### config.mk
export PLATFORM = sky130hd
export DESIGN_NAME = drg_top
export DESIGN_NICKNAME = d
export VERILOG_FILES = /design/src/drg_pkg.sv /design/src/drg_temp.sv /design/src/drg_top.sv
export SDC_FILE = /design/constraint.sdc
export NUM_CORES = 1
export LEC_CHECK = 0
export BUFFER_PORTS_ARGS = -buffer_cell sky130_fd_sc_hd__buf_2
export CAP_MARGIN = 10
export CORE_MARGIN = 4
export CORE_UTILIZATION = 30
export CTS_BUF_LIST = sky130_fd_sc_hd__clkbuf_4 sky130_fd_sc_hd__clkbuf_8
export DETAILED_ROUTE_END_ITERATION = 6
export GPL_TIMING_DRIVEN = 0
export PLACE_DENSITY = 0.53
export SKIP_LAST_GASP = 1
export SLEW_MARGIN = 10
export SYNTH_ARGS = -nofsm -noshare
export SYNTH_HDL_FRONTEND = slang
export SYNTH_HIERARCHICAL = 1
export SYNTH_SLANG_ARGS = --single-unit
### constraint.sdc
create_clock -name SYS_CLK_IN -period 5.66 [get_ports SYS_CLK_IN]
set_input_delay 0.566 -clock SYS_CLK_IN [delete_from_list [all_inputs] [get_ports SYS_CLK_IN]]
set_output_delay 0.566 -clock SYS_CLK_IN [all_outputs]
set_load 0.005 [all_outputs]
### src/drg_pkg.sv
// Purpose: shared constants and types for the readout, gear-down and power-save block
// Assumes: one 25 MHz clock, commands already decoded to one-cycle strobes
// Notes: readout page and location codes follow the bank-address encoding
package drg_pkg;
  localparam int CLK_MHZ = 25;
  localparam logic [1:0] PAGE_MRS = 2'h2;
  localparam logic [1:0] PAGE_VENDOR = 2'h3;
  localparam logic [1:0] LOC0 = 2'h0;
  localparam logic [1:0] LOC1 = 2'h1;
  localparam logic [1:0] LOC2 = 2'h2;
  localparam logic [1:0] LOC3 = 2'h3;
  localparam int TEMP_LSB = 3;
  localparam logic [1:0] TEMP_RESET = 2'h1;
  // temperature status age limit
  localparam int TEMP_MAX_AGE_MS = 32;
  localparam int TEMP_UPDATE_CYCLES = TEMP_MAX_AGE_MS * 1000 * CLK_MHZ / 2;
  localparam int MR3_TEMP_EN_BIT = 5;
  localparam int MR4_ABORT_BIT = 9;
  localparam int MR4_MPSM_BIT = 1;
  localparam int MR3_GEAR_BIT = 3;
  localparam int GEAR_CMD_DELAY_DEF = 2;
  localparam int SR_EXIT_DELAY_DEF = 20;
  localparam int SR_ABORT_DELAY_DEF = 10;
  localparam int PS_ENTRY_DELAY_DEF = 16;
  localparam int PS_EXIT_DELAY_DEF = 32;
  localparam int CNT_W = 24;
  typedef enum logic [2:0] {
    DRG_GEAR_1N, DRG_GEAR_WAIT_SYNC, DRG_GEAR_WAIT_CMD, DRG_GEAR_2N
  } drg_gear_t;
  typedef enum logic [2:0] {
    DRG_PS_OFF, DRG_PS_ENTRY, DRG_PS_ON, DRG_PS_EXIT
  } drg_ps_t;
  // mode register image the readout page mirrors
  typedef struct packed {
    logic [15:0] mr0;
    logic [15:0] mr1;
    logic [15:0] mr2;
    logic [15:0] mr3;
    logic [15:0] mr4;
    logic [15:0] mr5;
    logic [15:0] mr6;
  } drg_mr_t;
  // decoded command strobes
  typedef struct packed {
    logic mrs_gear;
    logic sync_nop;
    logic mrs_ps;
    logic sr_enter;
    logic sr_exit;
    logic read;
  } drg_cmd_t;
endpackage

### src/drg_temp.sv
// Purpose: temperature refresh status tracker
// Assumes: sensor code arrives as a two-bit level
// Notes: refresh is periodic, so while enabled data is never older than half the age limit
module drg_temp
  import drg_pkg::*;
#(
  parameter int UPDATE_CYCLES = TEMP_UPDATE_CYCLES
) (
  input wire logic clk,
  input wire logic rst_n,
  input wire logic enable,
  input wire logic [1:0] sensor,
  output logic [1:0] status
);
  logic [CNT_W-1:0] tick;
  // free running update timer, restarted whenever updates are frozen
  always_ff @(posedge clk or negedge rst_n) begin
    if (!rst_n) begin
      tick <= '0;
    end else if (!enable || tick == CNT_W'(UPDATE_CYCLES - 1)) begin
      tick <= '0;
    end else begin
      tick <= tick + CNT_W'(1);
    end
  end
  // sample on enable edge and every period; frozen while disabled
  always_ff @(posedge clk or negedge rst_n) begin
    if (!rst_n) begin
      status <= TEMP_RESET;
    end else if (enable && tick == '0) begin
      status <= (sensor == 2'h3) ? 2'h2 : sensor;
    end
  end
endmodule

### src/drg_top.sv
// What this block does
// - temperature refresh code sits in page 2 location 0 bits 4:3
// - with mode register 3 bit 5 set, status refreshed within 32 ms
// - with mode register 3 bit 5 clear, status is frozen
// - page 2 reads back mode register fields, read only
// - page 3 bit 0 reads 1,1,1,0 across locations, read only
// - after reset the device samples controls every clock (1N)
// - gear command delay after sync, device switches to 2N aligned to sync
// - 1N needs neither gear command nor sync pulse
// - self refresh and power saving drop the device back to 1N
// - self refresh exit delay uses abort delay when mode register 4 bit 9 set
// - in power saving all commands except exit and reset are ignored
// - power saving entered by the mode register command strobe
// - after entry delay only chip select, clock enable, reset matter
// - clock enable rising with chip select low starts exit
// - leaving power saving clears mode register 4 bit 1
// Purpose: readout pages 2 and 3, gear-down control and power-save entry
// Assumes: command decode lives upstream; mode registers written here as images
// Notes: delays are clock counts, parameters so benches can shorten them
module drg_top
  import drg_pkg::*;
#(
  parameter int GEAR_CMD_DELAY = GEAR_CMD_DELAY_DEF,
  parameter int SR_EXIT_DELAY = SR_EXIT_DELAY_DEF,
  parameter int SR_ABORT_DELAY = SR_ABORT_DELAY_DEF,
  parameter int PS_ENTRY_DELAY = PS_ENTRY_DELAY_DEF,
  parameter int PS_EXIT_DELAY = PS_EXIT_DELAY_DEF,
  parameter int TEMP_CYCLES = TEMP_UPDATE_CYCLES
) (
  input wire logic SYS_CLK_IN, // device clock
  input wire logic RST_N_IN, // async reset, active low
  input wire drg_cmd_t CMD_IN, // decoded command strobes
  input wire logic MR_WE_IN, // mode register write strobe
  input wire logic [2:0] MR_SEL_IN, // mode register number
  input wire logic [15:0] MR_DATA_IN, // mode register write data
  input wire logic CS_N_IN, // chip select, active low
  input wire logic CKE_IN, // clock enable
  input wire logic [1:0] RD_PAGE_IN, // readout page
  input wire logic [1:0] RD_LOC_IN, // readout location
  input wire logic [1:0] TEMP_SENSOR_IN, // sensor refresh range code
  output logic [7:0] RD_DATA_OUT, // readout data
  output logic RD_VALID_OUT, // readout data valid pulse
  output logic GEAR_2N_OUT, // device samples in 2N
  output logic CMD_READY_OUT, // commands are accepted
  output logic PS_ACTIVE_OUT, // max power saving is in force
  output logic [15:0] MR4_OUT // mode register 4 image
);
  drg_mr_t mr;
  drg_gear_t gear, next_gear;
  drg_ps_t ps, next_ps;
  logic [CNT_W-1:0] gear_cnt;
  logic [CNT_W-1:0] ps_cnt;
  logic [CNT_W-1:0] sr_cnt;
  logic in_sr;
  logic cke_d;
  logic [1:0] temp_status;
  logic cmd_gate;
  logic ps_exit_req;
  logic [7:0] next_rd;

  // one field of a mode register image
  function automatic logic pick(input logic [15:0] r, input int b);
    pick = r[b];
  endfunction

  // commands are ignored during power saving and exit delays
  assign cmd_gate = (ps == DRG_PS_OFF) && (sr_cnt == '0);
  assign CMD_READY_OUT = cmd_gate;
  // exit only on clock enable rising with chip select low
  assign ps_exit_req = CKE_IN && !cke_d && !CS_N_IN;

  // mode register images; power-save bit cleared on exit
  always_ff @(posedge SYS_CLK_IN or negedge RST_N_IN) begin
    if (!RST_N_IN) begin
      mr <= '0;
    end else if (ps == DRG_PS_EXIT && ps_cnt == '0) begin
      mr.mr4[MR4_MPSM_BIT] <= 1'b0;
    end else if (MR_WE_IN && cmd_gate) begin
      case (MR_SEL_IN)
        3'h0: mr.mr0 <= MR_DATA_IN;
        3'h1: mr.mr1 <= MR_DATA_IN;
        3'h2: mr.mr2 <= MR_DATA_IN;
        3'h3: mr.mr3 <= MR_DATA_IN;
        3'h4: mr.mr4 <= MR_DATA_IN;
        3'h5: mr.mr5 <= MR_DATA_IN;
        3'h6: mr.mr6 <= MR_DATA_IN;
        default: mr.mr0 <= mr.mr0;
      endcase
    end
  end
  assign MR4_OUT = mr.mr4;

  // temperature tracker, frozen when mode register 3 bit 5 is clear
  drg_temp #(
    .UPDATE_CYCLES(TEMP_CYCLES)
  ) u_temp (
    .clk(SYS_CLK_IN),
    .rst_n(RST_N_IN),
    .enable(pick(mr.mr3, MR3_TEMP_EN_BIT)),
    .sensor(TEMP_SENSOR_IN),
    .status(temp_status)
  );

  // readout mux; unused bits are zero for a deterministic answer
  always_comb begin
    next_rd = 8'h00;
    if (RD_PAGE_IN == PAGE_MRS) begin
      case (RD_LOC_IN)
        LOC0: next_rd = {3'h0, temp_status, mr.mr2[12], mr.mr2[10:9]};
        LOC1: next_rd = {mr.mr6[6:0], mr.mr3[MR3_GEAR_BIT]};
        LOC2: next_rd = {mr.mr0[6:4], mr.mr0[2], 1'b0, mr.mr2[5:3]};
        LOC3: next_rd = {mr.mr1[10:8], mr.mr5[8:6], mr.mr1[2:1]};
        default: next_rd = 8'h00;
      endcase
    end else if (RD_PAGE_IN == PAGE_VENDOR) begin
      next_rd = {7'h00, RD_LOC_IN != LOC3};
    end
  end

  // readout register; pages are read only, no write path exists
  always_ff @(posedge SYS_CLK_IN or negedge RST_N_IN) begin
    if (!RST_N_IN) begin
      RD_DATA_OUT <= 8'h00;
      RD_VALID_OUT <= 1'b0;
    end else begin
      RD_VALID_OUT <= CMD_IN.read && cmd_gate;
      if (CMD_IN.read && cmd_gate) begin
        RD_DATA_OUT <= next_rd;
      end
    end
  end

  // clock enable history for edge detection; resets high, the idle level of the pin,
  // so leaving reset with clock enable high never looks like a rising edge
  always_ff @(posedge SYS_CLK_IN or negedge RST_N_IN) begin
    if (!RST_N_IN) begin
      cke_d <= 1'b1;
    end else begin
      cke_d <= CKE_IN;
    end
  end

  // self refresh tracking and exit delay chosen by mode register 4 bit 9
  always_ff @(posedge SYS_CLK_IN or negedge RST_N_IN) begin
    if (!RST_N_IN) begin
      in_sr <= 1'b0;
      sr_cnt <= '0;
    end else if (CMD_IN.sr_enter && cmd_gate) begin
      in_sr <= 1'b1;
    end else if (CMD_IN.sr_exit && in_sr) begin
      in_sr <= 1'b0;
      sr_cnt <= pick(mr.mr4, MR4_ABORT_BIT) ? CNT_W'(SR_ABORT_DELAY)
                                              : CNT_W'(SR_EXIT_DELAY);
    end else if (sr_cnt != '0) begin
      sr_cnt <= sr_cnt - CNT_W'(1);
    end
  end

  // gear-down sequencer: 1N default, gear command, sync, delay, 2N
  always_comb begin
    next_gear = gear;
    case (gear)
      DRG_GEAR_1N: begin
        if (CMD_IN.mrs_gear && cmd_gate) next_gear = DRG_GEAR_WAIT_SYNC;
      end
      DRG_GEAR_WAIT_SYNC: begin
        if (CMD_IN.sync_nop) next_gear = DRG_GEAR_WAIT_CMD;
      end
      DRG_GEAR_WAIT_CMD: begin
        if (gear_cnt == '0) next_gear = DRG_GEAR_2N;
      end
      DRG_GEAR_2N: next_gear = DRG_GEAR_2N;
      default: next_gear = DRG_GEAR_1N;
    endcase
    if (in_sr || ps != DRG_PS_OFF) next_gear = DRG_GEAR_1N;
  end

  // state and countdown of the gear sequencer
  always_ff @(posedge SYS_CLK_IN or negedge RST_N_IN) begin
    if (!RST_N_IN) begin
      gear <= DRG_GEAR_1N;
      gear_cnt <= '0;
    end else begin
      gear <= next_gear;
      if (gear == DRG_GEAR_WAIT_SYNC && CMD_IN.sync_nop) begin
        gear_cnt <= CNT_W'(GEAR_CMD_DELAY - 1);
      end else if (gear_cnt != '0) begin
        gear_cnt <= gear_cnt - CNT_W'(1);
      end
    end
  end
  assign GEAR_2N_OUT = (gear == DRG_GEAR_2N);

  // power saving: entry on mode register command, exit on cke edge
  always_comb begin
    next_ps = ps;
    case (ps)
      DRG_PS_OFF: begin
        if (CMD_IN.mrs_ps && cmd_gate) next_ps = DRG_PS_ENTRY;
      end
      DRG_PS_ENTRY: begin
        if (ps_cnt == '0) next_ps = DRG_PS_ON;
      end
      DRG_PS_ON: begin
        if (ps_exit_req) next_ps = DRG_PS_EXIT;
      end
      DRG_PS_EXIT: begin
        if (ps_cnt == '0) next_ps = DRG_PS_OFF;
      end
      default: next_ps = DRG_PS_OFF;
    endcase
  end

  // power saving state and its entry and exit countdowns
  always_ff @(posedge SYS_CLK_IN or negedge RST_N_IN) begin
    if (!RST_N_IN) begin
      ps <= DRG_PS_OFF;
      ps_cnt <= '0;
    end else begin
      ps <= next_ps;
      if (ps == DRG_PS_OFF && next_ps == DRG_PS_ENTRY) begin
        ps_cnt <= CNT_W'(PS_ENTRY_DELAY - 1);
      end else if (ps == DRG_PS_ON && next_ps == DRG_PS_EXIT) begin
        ps_cnt <= CNT_W'(PS_EXIT_DELAY - 1);
      end else if (ps_cnt != '0) begin
        ps_cnt <= ps_cnt - CNT_W'(1);
      end
    end
  end
  // only the settled mode counts as active; exit delay still blocks commands
  assign PS_ACTIVE_OUT = (ps == DRG_PS_ON);
endmodule

==> flow_summary.json <==
{
  "syn_area_per_cell_um2": 10.31,
  "cp_data_required_time_ns": 5.09,
  "cp-end-kind": "output port",
  "worstPathArrival_ns": 3.05,
  "nets": 916,
  "worst_setup_path_start_kind": "flip-flop",
  "finClkSkew_ns": 0.02225,
  "status": "finished clean",
  "drv_cap": 0,
  "clock.fmax_mhz": 276.9,
  "setup_violations": 0,
  "synthCells": 791,
  "cts_made_buffers": 17,
  "antenna_found_initial": 1,
  "grt_pass1_wl_um": 33050,
  "fin_area_um2": 9359,
  "postRouteAntennaNets": 0,
  "min_path_type": "in2async",
  "dieArea_um2": 29890,
  "antenna_cells": 0,
  "htreeDepth": 4,
  "synth_top_cell_area_share": 0.4755,
  "yosysWarnings": 6,
  "clock_latency_ns": 0.47,
  "synth.distinct_cells": 68,
  "synth-main-ff-cell": "dfrtp_1",
  "num-fill-cells": 2773,
  "worst_pin_slew_ns": 0.8880,
  "die_w_um": 172.9,
  "drc": 0,
  "dr.first_iter.drc_count": 324,
  "dp_hpwl_um": 14310,
  "synth_nets": 833,
  "first_pass_iters": 4,
  "p_leak_uw": 0.003770,
  "cts_tree": "done",
  "post_cts_buffers": 0,
  "vdd_drop_max_v": 0.0001086,
  "gr-usage-all-layers": 0.1337,
  "max_slew_margin": 0.4017,
  "finalMaxSlewViolations": 0,
  "synth_edf_count": 0,
  "synth_area_leader_cell": "dfrtp_1",
  "period_share": 0.6381,
  "synth.area.top_cells": "dfrtp_1 48%, mux2_2 6.5%, nor2_1 2.9%",
  "rows": 60,
  "drive_gt1_frac": 0.2469,
  "yosysSeqAreaShare": 0.4819,
  "ctsResizeCount": 0,
  "postCtsHoldBufs": 0,
  "vias": 6320,
  "avgRoutedWirePerCell_um": 16.02,
  "grt-ovfl-total": 0,
  "drt-vias-per-instance": 5.147,
  "crit_fanout": 8,
  "coreArea_um2": 26880,
  "initial_core_util": 0.3035,
  "fin_crit_ns": 3.611,
  "wirelength_um": 19670,
  "dpl_cell_area_um2": 8944,
  "fin_hold_ws_ns": 0.1032,
  "portBuffers": 63,
  "synth-async-reset-ratio": 1.000,
  "final.setup.tns_ns": 0,
  "grt_pass1_vias": 6145,
  "area_growth_pct": 14.72,
  "die_h_um": 172.9,
  "cts_sinks": 157,
  "rsz0062_at_grt": "no",
  "pin_count": 64,
  "grt_max_degree": 92,
  "p_per_area_nw_per_um2": 240.6,
  "clk_pin_slew_worst_paths_ns": 0.09,
  "cts_root_buf": "clkbuf_8",
  "ys_ff_latch": 157,
  "gp_congestion": 0.7877,
  "cts_buffer_depth": 2,
  "syn_area_um2": 8158,
  "critPathKind": "reg2out",
  "final-hold-violation-count": 0,
  "post-route-util": 0.3482
}
## synthesized netlist by cell type, drive strengths merged (2+ instances only)
cell / count
a211oi: 6
o31ai: 16
and3: 6
nand3b: 6
nand3: 26
a31oi: 2
a2111oi: 3
dfstp: 2
o211ai: 6
a22o: 5
nor2b: 7
mux2i: 6
nor2: 77
nor4: 34
or4: 27
nand4: 19
or3: 21
a21oi: 44
a311oi: 2
o21ai: 40
and2: 8
o41ai: 3
ha: 6
o21a: 3
nor3: 21
nand2b: 11
mux2: 48
xnor2: 26
clkbuf: 13
xor2: 15
buf: 26
nor4b: 2
a211o: 2
inv: 16
dfrtp: 155
mux4: 3
and4: 8
or4b: 2
nand2: 48
or2: 7
a21o: 3
## layout by cell type (no fill, tap or decap), drive strengths merged, types with 11 or more instances in the layout
master    n
nor4     34
buf      90
nand2    48
nand3    26
o31ai    16
mux2     48
inv      24
xor2     15
a21oi    44
or3      21
or4      27
nand2b   11
nor2     77
nand4    19
dfrtp   155
clkbuf   30
o21ai    40
nor3     21
xnor2    26
## sequential cells by signal, summed over array words and instances, names as in the netlist
signal	flops
sr_cnt	24
mr	27
RD_DATA_OUT	8
RD_VALID_OUT	1
MR4_OUT	16
cke_d	1
gear_cnt	24
u_temp/tick	24
u_temp/status	2
ps_cnt	24
ps	3
gear	2
in_sr	1
## power by group
| part | internal (uW) | switching (uW) |
|---|---|---|
| sequential | 1170 | 47.5 |
| combinational | 72.1 | 87.0 |
| clock | 373 | 506 |
| total | 1610 | 640 |
## final cells by class
cell class,instances,area (um^2),share of cell area
inverters,16,60.06,0.006417
plain buffers,39,230.2,0.02460
clock buffers,17,234.0,0.02500
repair buffers,64,352.8,0.03770
clock inverters,15,175.2,0.01872
well taps,341,426.7,0.04559
multi-input cells,579,3949,0.4219
flip-flops and latches,157,3931,0.4201
## per-layer routing
layer  vias to the layer above  part of all wire  wire length, um  global-route usage
met2                        96              0.46             9058              0.2094
li1                       3077                 -                -                   -
met3                        19             0.040              785             0.02908
met5                         -           0.00061               12                   0
met1                      3126              0.49             9613              0.1891
met4                         2             0.010              204             0.03392
## path summary, 6_finish.rpt
check,from,endpoint,slack [ns],depth (start not counted)
max,sr_cnt[19],CMD_READY_OUT,2.05,4
min,RST_N_IN,gear_cnt[3],0.10,1
max reg2reg,sr_cnt[19],mr[1],2.71,5
min reg2reg,RD_DATA_OUT[5],RD_DATA_OUT[5],0.48,2
max in group asynchronous,RST_N_IN,u_temp/status[0],4.78,2
min in group SYS_CLK_IN,CKE_IN,cke_d,0.20,1
## critical path: stages, from the launching register on
cell	delay (ns)
dfrtp_1	0.45
nor4_1	0.58
nand4_1	0.49
nor4_2	0.83
buf_2	0.24
## through the flow
step | total power [uW] | instances | setup slack [ns]
after global routing | 2364 | 1228 | 1.832
final | 2251 | 1228 | 2.049
after CTS | 2285 | 1228 | 1.932
after global placement | 1390 | 1195 | 1.385
after detailed placement | 1397 | 1196 | 2.490
after floorplan | 1321 | 791 | 3.156
## cells by family after synthesis
group / Yosys count / synth area share
AO/OA/AOI/OAI: 141 / 0.1126
XOR/XNOR: 41 / 0.04402
adder cells (fa/ha/maj): 6 / 0.009202
buffers and inverters: 55 / 0.03558
flip-flops: 157 / 0.4819
multiplexers: 57 / 0.08190
other: 1 / 0.0004597
AND/OR/NAND/NOR: 333 / 0.2344
No activity file was read; power rests on OpenSTA's default activity.
